<file path="src/common/slf_map.svh">
// Offsets, field codes, reset values and limits of the header framer.
// Assumes a 32-bit APB slave with byte addresses on an 8-bit paddr.
`ifndef SLF_MAP_SVH
`define SLF_MAP_SVH
`define SLF_A_CTRL    8'h00
`define SLF_A_STATION 8'h04
`define SLF_A_TXCMD   8'h08
`define SLF_A_STATUS  8'h0c
`define SLF_A_RXHDR   8'h10
`define SLF_A_EVENT   8'h14
`define SLF_CTRL_RST  2'h0
`define SLF_STN_RST   8'h01
`define SLF_CLS_DATA  8'h81
`define SLF_CLS_CTRL  8'h05
`define SLF_CLS_MAINT 8'h90
`define SLF_SYNC_CHAR 8'h96
`define SLF_T_ACK     8'h01
`define SLF_T_NAK     8'h02
`define SLF_T_REP     8'h03
`define SLF_T_START   8'h06
`define SLF_T_STACK   8'h07
`define SLF_P2P_ADDR  8'h01
`define SLF_WIN_MAX   8'h7f
`define SLF_HDR_LAST  3'h7
`define SLF_TX_LAST   3'h5
`define SLF_EV_NAK    0
`define SLF_EV_START  1
`define SLF_EV_STACK  2
`define SLF_EV_BAD    3
`define SLF_EV_REFUSE 4
`define SLF_EV_REP    5
`endif

</file>
<file path="src/common/slf_pkg.sv">
// Types shared by the header framer.
// Assumes slf_map.svh supplies the numeric constants.
package slf_pkg;
    typedef enum logic [1:0] {
        SLF_C_DATA  = 2'h0,
        SLF_C_CTRL  = 2'h1,
        SLF_C_MAINT = 2'h2
    } slf_cls_e;
    typedef struct packed {
        logic [5:0]  reason;
        logic [1:0]  cls;
        logic [7:0]  ctype;
        logic        sel;
        logic        qsync;
        logic [13:0] cnt;
    } slf_cmd_s;
    typedef struct packed {
        logic [7:0]  seq;
        logic [7:0]  response_number;
        logic        sel;
        logic        qsync;
        logic [13:0] cnt;
    } slf_rxhdr_s;
    typedef enum logic [2:0] {
        SLF_T_IDLE = 3'b001,
        SLF_T_SEND = 3'b010,
        SLF_T_WAIT = 3'b100
    } slf_tst_e;
    typedef enum logic [2:0] {
        SLF_R_HUNT = 3'b001,
        SLF_R_HDR  = 3'b010,
        SLF_R_INFO = 3'b100
    } slf_rst_e;
endpackage

</file>
<file path="src/slf_framer.sv">
// Header framer: builds and parses message headers, keeps the
// sequence counters and link ownership, APB register access.
// Assumes a neighbour appends and checks the CRC fields and
// reports message completion; line bytes arrive on mclk_i.
//
// Chosen here: the placing of the registers and register access over APB.
`timescale 1ns/1ps
`include "slf_map.svh"
// How it works
// [RULE_01] First byte is a control-character class code with even parity on top
// [RULE_02] Class codes pick data, control or maintenance message
// [RULE_03] Next two bytes split into a 14-bit and a 2-bit field
// [RULE_04] Data and maintenance count locates the end of the information field
// [RULE_05] Control messages put type in low 8 bits, upper 6 bits zero
// [RULE_06] Negative acknowledge carries a six-bit reason in the upper bits
// [RULE_07] Two-bit field holds quick-sync and select flags
// [RULE_08] Quick-sync seen puts receiver into sync hunt and strip
// [RULE_09] Sync characters after quick-sync are discarded until next message
// [RULE_10] Only one transmitter at a time on managed links
// [RULE_11] Selected with own address grants transmit after reception ends
// [RULE_12] Sending select flag yields the link once message is sent
// [RULE_13] Data, ack and nak carry last correctly received number
// [RULE_14] Nak with response N marks message N plus one for resending
// [RULE_15] Data carries sender sequence number, counted modulo 256
// [RULE_16] Reply request carries the last sent number
// [RULE_17] Multipoint address field names the tributary both ways
// [RULE_18] Point-to-point sends address 1 and ignores received address
// [RULE_19] Only data and maintenance carry an information field
// [RULE_20] Start resets counters and is answered by start acknowledge
// [RULE_21] Header and information field each have their own check
// [RULE_22] Received counter advances only on exactly next number
// [RULE_23] No more than 127 unacknowledged data messages outstanding
// [RULE_24] Bad class or parity byte is dropped without counter changes
// [RULE_25] Count low byte first, flags in top two bits of second byte
module slf_framer #(
    parameter logic [7:0] WIN_MAX = `SLF_WIN_MAX
) (
    input  wire logic        mclk_i,
    input  wire logic        rst_i,
    input  wire logic        psel_i,
    input  wire logic        penable_i,
    input  wire logic        pwrite_i,
    input  wire logic [7:0]  paddr_i,
    input  wire logic [31:0] pwdata_i,
    output logic      [31:0] prdata_o,
    output logic             pready_o,
    output logic             pslverr_o,
    input  wire logic [7:0]  rx_byte_i,
    input  wire logic        rx_valid_i,
    input  wire logic        rx_crc_ok_i,
    output logic      [7:0]  rx_info_o,
    output logic             rx_info_valid_o,
    output logic             rx_hunt_o,
    output logic      [7:0]  tx_byte_o,
    output logic             tx_valid_o,
    input  wire logic        tx_ready_i,
    input  wire logic        tx_done_i,
    output logic             link_own_o
);
    logic [31:0]         prdata_reg, prdata_next;
    logic                pready_reg, pready_next;
    logic                pslverr_reg, pslverr_next;
    logic [1:0]          ctrl_reg, ctrl_next;
    logic [7:0]          stn_reg, stn_next;
    slf_pkg::slf_cmd_s   cmd_reg, cmd_next;
    logic                pend_reg, pend_next;
    logic                stack_reg, stack_next;
    logic [7:0]          txn_reg, txn_next;
    logic [7:0]          ack_reg, ack_next;
    logic [7:0]          rxn_reg, rxn_next;
    logic [7:0]          retx_reg, retx_next;
    logic [5:0]          ev_reg, ev_next;
    slf_pkg::slf_rxhdr_s rh_reg, rh_next;
    slf_pkg::slf_tst_e   tst_reg, tst_next;
    slf_pkg::slf_rst_e   rst_reg, rst_next;
    logic [7:0]          hb_reg [0:5];
    logic [7:0]          hb_next [0:5];
    logic [2:0]          tidx_reg, tidx_next;
    logic                tsel_reg, tsel_next;
    logic [2:0]          ridx_reg, ridx_next;
    logic [7:0]          rcls_reg, rcls_next;
    logic [7:0]          raddr_reg, raddr_next;
    logic [14:0]         rcnt_reg, rcnt_next;
    logic [7:0]          rinfo_reg, rinfo_next;
    logic                rinfov_reg, rinfov_next;
    logic                hunt_reg, hunt_next;
    logic [7:0]          txb_reg, txb_next;
    logic                txv_reg, txv_next;
    logic                link_reg, link_next;
    logic                acc;
    logic                hit;
    logic [5:0]          evset;
    logic [7:0]          addr_out;
    logic [7:0]          outst;
    logic                rx_class;
    logic                rx_mine;
    logic                rx_end;

    always_comb begin
        acc       = psel_i & penable_i & ~pready_reg;
        addr_out  = ctrl_reg[0] ? stn_reg : `SLF_P2P_ADDR; // RULE_17
        outst     = 8'(txn_reg - ack_reg);
        rx_class  = (rx_byte_i == `SLF_CLS_DATA) || (rx_byte_i == `SLF_CLS_CTRL)
                 || (rx_byte_i == `SLF_CLS_MAINT); // RULE_01
        rx_mine   = ~ctrl_reg[0] || (raddr_reg == stn_reg); // RULE_18
        rx_end    = 1'b0;
        evset     = 6'h00;
        hit       = 1'b1;
        prdata_next  = 32'h0000_0000;
        pready_next  = acc;
        pslverr_next = 1'b0;
        ctrl_next  = ctrl_reg;
        stn_next   = stn_reg;
        cmd_next   = cmd_reg;
        pend_next  = pend_reg;
        stack_next = stack_reg;
        txn_next   = txn_reg;
        ack_next   = ack_reg;
        rxn_next   = rxn_reg;
        retx_next  = retx_reg;
        rh_next    = rh_reg;
        tst_next   = tst_reg;
        rst_next   = rst_reg;
        hb_next    = hb_reg;
        tidx_next  = tidx_reg;
        tsel_next  = tsel_reg;
        ridx_next  = ridx_reg;
        rcls_next  = rcls_reg;
        raddr_next = raddr_reg;
        rcnt_next  = rcnt_reg;
        rinfo_next = rinfo_reg;
        rinfov_next = 1'b0;
        hunt_next  = hunt_reg;
        txb_next   = txb_reg;
        txv_next   = txv_reg;
        link_next  = link_reg;

        // Register access
        unique case (paddr_i)
            `SLF_A_CTRL:    prdata_next = {29'h0, link_reg, ctrl_reg};
            `SLF_A_STATION: prdata_next = {24'h0, stn_reg};
            `SLF_A_TXCMD:   prdata_next = cmd_reg;
            `SLF_A_STATUS:  prdata_next = {retx_reg, ack_reg, rxn_reg, txn_reg};
            `SLF_A_RXHDR:   prdata_next = rh_reg;
            `SLF_A_EVENT:   prdata_next = {21'h0, pend_reg, ~tst_reg[0], link_reg,
                                           2'h0, ev_reg};
            default:        hit = 1'b0;
        endcase
        if (!acc || pwrite_i) begin
            prdata_next = 32'h0000_0000;
        end
        if (acc) begin
            pslverr_next = ~hit;
        end
        if (acc && pwrite_i) begin
            unique case (paddr_i)
                `SLF_A_CTRL: begin
                    ctrl_next = pwdata_i[1:0];
                    if (pwdata_i[2]) begin
                        link_next = 1'b1;
                    end
                end
                `SLF_A_STATION: stn_next = pwdata_i[7:0];
                `SLF_A_TXCMD: begin
                    cmd_next  = pwdata_i;
                    pend_next = 1'b1;
                end
                default: ;
            endcase
        end

        // Transmit side
        unique case (tst_reg)
            slf_pkg::SLF_T_IDLE: begin
                if ((!ctrl_reg[1] || link_reg) && (stack_reg || pend_reg)) begin // RULE_10
                    tst_next  = slf_pkg::SLF_T_SEND;
                    tidx_next = 3'h0;
                    txv_next  = 1'b1;
                    hb_next[5] = addr_out; // RULE_17 RULE_18
                    if (stack_reg) begin // RULE_20
                        stack_next = 1'b0;
                        tsel_next  = 1'b0;
                        hb_next[0] = `SLF_CLS_CTRL;
                        hb_next[1] = `SLF_T_STACK;
                        hb_next[2] = 8'h00;
                        hb_next[3] = 8'h00;
                        hb_next[4] = 8'h00;
                    end else begin
                        pend_next  = acc && pwrite_i && paddr_i == `SLF_A_TXCMD;
                        tsel_next  = cmd_reg.sel;
                        hb_next[2] = {cmd_reg.sel, cmd_reg.qsync, cmd_reg.cnt[13:8]}; // RULE_07 RULE_25
                        hb_next[1] = cmd_reg.cnt[7:0]; // RULE_03 RULE_25
                        hb_next[3] = 8'h00;
                        hb_next[4] = 8'h00;
                        unique case (cmd_reg.cls)
                            slf_pkg::SLF_C_DATA: begin
                                hb_next[0] = `SLF_CLS_DATA; // RULE_02
                                hb_next[3] = rxn_reg; // RULE_13
                                hb_next[4] = 8'(txn_reg + 8'h01); // RULE_15
                                if (outst >= WIN_MAX) begin // RULE_23
                                    tst_next = slf_pkg::SLF_T_IDLE;
                                    txv_next = 1'b0;
                                    evset[`SLF_EV_REFUSE] = 1'b1;
                                end else begin
                                    txn_next = 8'(txn_reg + 8'h01); // RULE_15
                                end
                            end
                            slf_pkg::SLF_C_MAINT: begin
                                hb_next[0] = `SLF_CLS_MAINT; // RULE_02
                            end
                            default: begin
                                hb_next[0] = `SLF_CLS_CTRL; // RULE_19
                                hb_next[1] = cmd_reg.ctype; // RULE_05
                                hb_next[2] = {cmd_reg.sel, cmd_reg.qsync, 6'h00}; // RULE_05
                                if (cmd_reg.ctype == `SLF_T_NAK) begin
                                    hb_next[2][5:0] = cmd_reg.reason; // RULE_06
                                end
                                if (cmd_reg.ctype == `SLF_T_ACK
                                    || cmd_reg.ctype == `SLF_T_NAK) begin
                                    hb_next[3] = rxn_reg; // RULE_13
                                end
                                if (cmd_reg.ctype == `SLF_T_REP) begin
                                    hb_next[4] = txn_reg; // RULE_16
                                end
                            end
                        endcase
                    end
                    txb_next = hb_next[0];
                end
            end
            slf_pkg::SLF_T_SEND: begin
                if (tx_ready_i) begin
                    if (tidx_reg == `SLF_TX_LAST) begin
                        txv_next = 1'b0;
                        tst_next = slf_pkg::SLF_T_WAIT;
                    end else begin
                        tidx_next = 3'(tidx_reg + 3'h1);
                        txb_next  = hb_reg[3'(tidx_reg + 3'h1)];
                    end
                end
            end
            slf_pkg::SLF_T_WAIT: begin
                if (tx_done_i) begin
                    tst_next = slf_pkg::SLF_T_IDLE;
                    if (tsel_reg && ctrl_reg[1]) begin
                        link_next = 1'b0; // RULE_12
                    end
                end
            end
        endcase

        // Receive side
        if (rx_valid_i) begin
            unique case (rst_reg)
                slf_pkg::SLF_R_HUNT: begin
                    if (rx_class) begin
                        hunt_next = 1'b0;
                        rcls_next = rx_byte_i;
                        ridx_next = 3'h1;
                        rst_next  = slf_pkg::SLF_R_HDR;
                    end else if (!(hunt_reg && rx_byte_i == `SLF_SYNC_CHAR)) begin // RULE_09
                        evset[`SLF_EV_BAD] = 1'b1; // RULE_24
                    end
                end
                slf_pkg::SLF_R_HDR: begin
                    ridx_next = 3'(ridx_reg + 3'h1);
                    unique case (ridx_reg)
                        3'h1: rh_next.cnt[7:0] = rx_byte_i; // RULE_25
                        3'h2: begin
                            rh_next.cnt[13:8] = rx_byte_i[5:0]; // RULE_03
                            rh_next.qsync     = rx_byte_i[6]; // RULE_07
                            rh_next.sel       = rx_byte_i[7];
                        end
                        3'h3: rh_next.response_number = rx_byte_i;
                        3'h4: rh_next.seq  = rx_byte_i;
                        3'h5: raddr_next   = rx_byte_i;
                        default: ;
                    endcase
                    if (ridx_reg == `SLF_HDR_LAST) begin
                        rst_next = slf_pkg::SLF_R_HUNT;
                        if (rx_crc_ok_i && rx_mine) begin // RULE_21 RULE_18
                            if (rcls_reg == `SLF_CLS_CTRL) begin
                                rx_end = 1'b1; // RULE_19
                                unique case (rh_reg.cnt[7:0])
                                    `SLF_T_ACK: ack_next = rh_reg.response_number;
                                    `SLF_T_NAK: begin
                                        ack_next  = rh_reg.response_number;
                                        retx_next = 8'(rh_reg.response_number + 8'h01); // RULE_14
                                        evset[`SLF_EV_NAK] = 1'b1;
                                    end
                                    `SLF_T_REP: evset[`SLF_EV_REP] = 1'b1;
                                    `SLF_T_START: begin
                                        txn_next   = 8'h00; // RULE_20
                                        ack_next   = 8'h00;
                                        rxn_next   = 8'h00;
                                        retx_next  = 8'h00;
                                        stack_next = 1'b1;
                                        evset[`SLF_EV_START] = 1'b1;
                                    end
                                    `SLF_T_STACK: evset[`SLF_EV_STACK] = 1'b1;
                                    default: ;
                                endcase
                            end else begin
                                if (rcls_reg == `SLF_CLS_DATA) begin
                                    ack_next = rh_reg.response_number; // RULE_13
                                end
                                rcnt_next = {1'b0, rh_reg.cnt} + 15'h0002; // RULE_04
                                rst_next  = slf_pkg::SLF_R_INFO;
                            end
                        end
                    end
                end
                slf_pkg::SLF_R_INFO: begin
                    rcnt_next = 15'(rcnt_reg - 15'h0001);
                    if (rcnt_reg > 15'h0002) begin
                        rinfo_next  = rx_byte_i;
                        rinfov_next = 1'b1;
                    end
                    if (rcnt_reg == 15'h0001) begin // RULE_04
                        rst_next = slf_pkg::SLF_R_HUNT;
                        rx_end   = 1'b1;
                        if (rcls_reg == `SLF_CLS_DATA && rx_crc_ok_i
                            && rh_reg.seq == 8'(rxn_reg + 8'h01)) begin
                            rxn_next = rh_reg.seq; // RULE_22
                        end
                    end
                end
            endcase
        end
        if (rx_end) begin
            hunt_next = rh_reg.qsync; // RULE_08
            if (rh_reg.sel && ctrl_reg[1]) begin
                link_next = 1'b1; // RULE_11
            end
        end

        // Sticky events, a new event wins over a clear
        ev_next = ev_reg;
        if (acc && pwrite_i && paddr_i == `SLF_A_EVENT) begin
            ev_next = ev_reg & ~pwdata_i[5:0];
        end
        ev_next = ev_next | evset;
    end

    always_ff @(posedge mclk_i) begin
        if (rst_i) begin
            prdata_reg  <= 32'h0000_0000;
            pready_reg  <= 1'b0;
            pslverr_reg <= 1'b0;
            ctrl_reg    <= `SLF_CTRL_RST;
            stn_reg     <= `SLF_STN_RST;
            cmd_reg     <= '0;
            pend_reg    <= 1'b0;
            stack_reg   <= 1'b0;
            txn_reg     <= 8'h00;
            ack_reg     <= 8'h00;
            rxn_reg     <= 8'h00;
            retx_reg    <= 8'h00;
            ev_reg      <= 6'h00;
            rh_reg      <= '0;
            tst_reg     <= slf_pkg::SLF_T_IDLE;
            rst_reg     <= slf_pkg::SLF_R_HUNT;
            for (int i = 0; i < 6; i++) begin
                hb_reg[i] <= 8'h00;
            end
            tidx_reg    <= 3'h0;
            tsel_reg    <= 1'b0;
            ridx_reg    <= 3'h0;
            rcls_reg    <= 8'h00;
            raddr_reg   <= 8'h00;
            rcnt_reg    <= 15'h0000;
            rinfo_reg   <= 8'h00;
            rinfov_reg  <= 1'b0;
            hunt_reg    <= 1'b0;
            txb_reg     <= 8'h00;
            txv_reg     <= 1'b0;
            link_reg    <= 1'b0;
        end else begin
            prdata_reg  <= prdata_next;
            pready_reg  <= pready_next;
            pslverr_reg <= pslverr_next;
            ctrl_reg    <= ctrl_next;
            stn_reg     <= stn_next;
            cmd_reg     <= cmd_next;
            pend_reg    <= pend_next;
            stack_reg   <= stack_next;
            txn_reg     <= txn_next;
            ack_reg     <= ack_next;
            rxn_reg     <= rxn_next;
            retx_reg    <= retx_next;
            ev_reg      <= ev_next;
            rh_reg      <= rh_next;
            tst_reg     <= tst_next;
            rst_reg     <= rst_next;
            hb_reg      <= hb_next;
            tidx_reg    <= tidx_next;
            tsel_reg    <= tsel_next;
            ridx_reg    <= ridx_next;
            rcls_reg    <= rcls_next;
            raddr_reg   <= raddr_next;
            rcnt_reg    <= rcnt_next;
            rinfo_reg   <= rinfo_next;
            rinfov_reg  <= rinfov_next;
            hunt_reg    <= hunt_next;
            txb_reg     <= txb_next;
            txv_reg     <= txv_next;
            link_reg    <= link_next;
        end
    end

    assign prdata_o        = prdata_reg;
    assign pready_o        = pready_reg;
    assign pslverr_o       = pslverr_reg;
    assign rx_info_o       = rinfo_reg;
    assign rx_info_valid_o = rinfov_reg;
    assign rx_hunt_o       = hunt_reg;
    assign tx_byte_o       = txb_reg;
    assign tx_valid_o      = txv_reg;
    assign link_own_o      = link_reg;
endmodule

</file>
<file path="config.mk">
export PLATFORM = sky130hd
export DESIGN_NAME = slf_framer
export DESIGN_NICKNAME = d
export VERILOG_FILES = /design/src/common/slf_pkg.sv /design/src/slf_framer.sv
export VERILOG_INCLUDE_DIRS = /design/src /design/src/common
export SDC_FILE = /design/constraint.sdc
export NUM_CORES = 1
export LEC_CHECK = 0
export BUFFER_PORTS_ARGS = -buffer_cell sky130_fd_sc_hd__buf_4
export CAP_MARGIN = 10
export CORE_MARGIN = 2
export CORE_UTILIZATION = 50
export CTS_CLUSTER_SIZE = 16
export DETAILED_ROUTE_END_ITERATION = 10
export PLACE_DENSITY_LB_ADDON = 0.12
export SETUP_SLACK_MARGIN = 0.3
export SLEW_MARGIN = 20
export SYNTH_ARGS = -nofsm -noshare
export SYNTH_HDL_FRONTEND = slang
export SYNTH_SLANG_ARGS = --single-unit
</file>
<file path="constraint.sdc">
create_clock -name mclk_i -period 3.4 [get_ports mclk_i]
set_input_delay 0.17 -clock mclk_i [delete_from_list [all_inputs] [get_ports mclk_i]]
set_output_delay 0.17 -clock mclk_i [all_outputs]
set_load 0.005 [all_outputs]
</file>
==> results.json <==
{
  "hold_path_end": "rcnt_reg[5]",
  "grt_use_met2_pct": 48.31,
  "gp_congestion": 0.9637,
  "track_usage_pct": 29.31,
  "drv_slew": 0,
  "clk_latency_ps": 550,
  "p_leak_nw": 5.133,
  "finalCritPeriodShare_pct": 81.65,
  "largest_reg_flops": 44,
  "cts_buffers": 27,
  "max_freq_ghz": 0.3602,
  "path_class": "register to register",
  "dp.cells": 1837,
  "hp-start": "rx_valid_i",
  "hold_path_class": "input port to register",
  "rsz0062_at_grt": "false",
  "grt_start_max_net_pins": 145,
  "crit_start": "cmd_reg[20]",
  "hold-worst-slack_ps": 38.03,
  "r2r_slack_ps": 620,
  "synth_edf_count": 0,
  "dp_hpwl_mm": 27.70,
  "combPwrFrac_pct": 4.6,
  "multiInputGateArea_um2": 6520,
  "netSwitchingFraction_pct": 22.09,
  "ys.warnings.count": 0,
  "first_pass_iters": 8,
  "synth_seq_area_share_pct": 42.20,
  "start_util_pct": 51.23,
  "cts_hold_buf": 50,
  "ir_worst_vdd_mv": 0.3666,
  "avgSynthCellArea_um2": 8.207,
  "r2r_end": "hb_reg[29]",
  "dpl_cell_area_um2": 13260,
  "ff_latch_area_um2": 5105,
  "first_global_vias": 10550,
  "core_um2": 23610,
  "skew_ps": 20.68,
  "powerDensity_nw_per_um2": 425.8,
  "crit_arrival_ps": 3240,
  "synthDistinctLibCells": 63,
  "grtUsageMet3_pct": 3.308,
  "final_net_count": 1678,
  "cp.required_ps": 3870,
  "power_switching_mw": 1.377,
  "drc": 0,
  "cts_max_level": 1,
  "grt_use_met1_pct": 40.76,
  "hold_depth": 4,
  "path_max_fanout": 6,
  "fin_cells": 1933,
  "setup_viol": 0,
  "cts_setup_buffers": 0,
  "synth_fp_nets": 1555,
  "nFillCells": 2102,
  "syn_inst": 1474,
  "die_width_um": 159.6,
  "vias": 11420,
  "p_seq_share_pct": 48.5,
  "cts_buffer_depth": 3,
  "worstSetupEndpointType": "register",
  "portBuffers": 110,
  "areaGrowthSynthToFinish_pct": 21.05,
  "die_y_um": 159.6,
  "dieArea_um2": 25460,
  "tns_ps": 0,
  "status": "completed",
  "via_per_inst": 5.908,
  "layout.cells.most_common": "dfxtp_1",
  "top_usage_layer": "met2",
  "num_antenna_cells": 0,
  "synth_flop_cell": "dfxtp_1",
  "drive_gt1_share_pct": 13.44,
  "clock-sinks": 255,
  "grt.overflow.total": 0,
  "reg2reg_depth": 6,
  "synth.area.top_cells": "dfxtp_1, nand2_1, a21oi_1",
  "ant_nets": 0,
  "yosys.area.top_type_share_pct": 42.20,
  "maxCapViolations": 0,
  "fin_area_um2": 14640,
  "cts_tree": "built",
  "wirelength_mm": 38.65,
  "root_buffer": "clkbuf_16",
  "row_count": 56,
  "grt_pass1_wl_mm": 59.46,
  "antenna_found_initial": 0,
  "ys_seq_elements": 255,
  "first_iter_violations": 1105,
  "synth_area_um2": 12100,
  "p_clk_share_pct": 47.0,
  "r2r_start": "cmd_reg[20]",
  "p_int_mw": 4.859,
  "yosys.area.top_type": "dfxtp_1",
  "fin_util_pct": 62.02,
  "async_flop_share_pct": 0,
  "io_pins": 111,
  "finalHoldViolCount": 0,
  "cp-start-kind": "register",
  "path_clk_slew_ps": 60,
  "mostFrequentLayoutCells": "dfxtp_1, nand2_1, a21oi_1, buf_4, nor2_1",
  "worst_pin_slew_ps": 1084,
  "slew_headroom_pct": 27.06,
  "wl_per_cell_um": 19.99,
  "fin_crit_ps": 2776,
  "cts_resized": 0
}
stage by stage:
| step | total power, mW | setup WS [ps] |
|---|---|---|
| floorplan | 3.213 | 927.5 |
| CTS | 6.278 | 729.8 |
| finish | 6.236 | 623.9 |
| detailed placement | 3.325 | 749.9 |
| global placement | 3.324 | 792.7 |
| global route | 6.404 | 423.7 |
how the worst max path moves through the flow:
stage             endpoint  slack (ps)  depth (start not counted)
2_1_floorplan  rcnt_reg[8]         930                          9
3_3_place_gp    txn_reg[6]         790                          9
3_5_place_dp    txn_reg[6]         750                          9
4_1_cts         txn_reg[6]         730                          9
5_1_grt         hb_reg[25]         420                          6
6_report        hb_reg[29]         620                          6
kinds of logic after synthesis:
family,after synthesis,share of synthesized area [%]
muxes,77,7.126
buffers and inverters,127,4.116
AOI/OAI and AO/OA,332,16.98
and+or+nand+nor,614,23.78
DFF,255,42.20
xor gates and xnor gates,45,3.258
adders and majority gates,24,2.544
per-layer routing:
metal,part of all wire (%),up-vias
met5,0,-
met4,2.5,0
met3,7.8,65
met2,47,497
met1,43,5399
li1,-,5460
power by group through the flow:
stage | Combinational, mW | Clock [mW] | Sequential (mW)
floorplan | 0.136 | 0 | 3.08
detailed placement | 0.238 | 0 | 3.09
global route | 0.306 | 3.07 | 3.02
finish | 0.284 | 2.93 | 3.02
global placement | 0.237 | 0 | 3.09
CTS | 0.280 | 2.98 | 3.02
critical path, stage by stage, from the launching register on:
cell and delay (ps):
dfxtp_1 330, or4b_2 680, nor4_1 430, nand2_1 110, nor4_1 840, nand2_1 150, a31oi_1 160
cell type report:
cell class              instances  share of cell area (%)
clock buffers                  37                   5.280
multi-input cells            1092                   44.52
flip-flops and latches        255                   34.86
clock inverters                 9                  0.7092
inverters                      22                  0.5639
repair buffers                199                   11.34
well taps                     319                   2.726
cell usage after synthesis, types with 4 or more instances:
master	n
o31ai_1	19
nor4_1	12
o22ai_1	14
dfxtp_1	255
o21ai_0	35
nand2b_1	26
a2111oi_0	4
clkbuf_1	97
nor3_1	36
xor2_1	18
ha_1	23
a22oi_1	52
nand2_1	226
o21ai_1	4
or3_1	8
a21oi_1	147
nand3b_1	23
nand3_1	85
nor2_1	129
a31oi_1	20
nand4_1	6
nor2b_1	16
mux2i_1	67
a222oi_1	8
inv_1	21
mux4_2	7
xnor2_1	27
nor3b_1	5
and3_1	10
or4_1	10
and2_1	10
(Power assumes the default switching activity.)
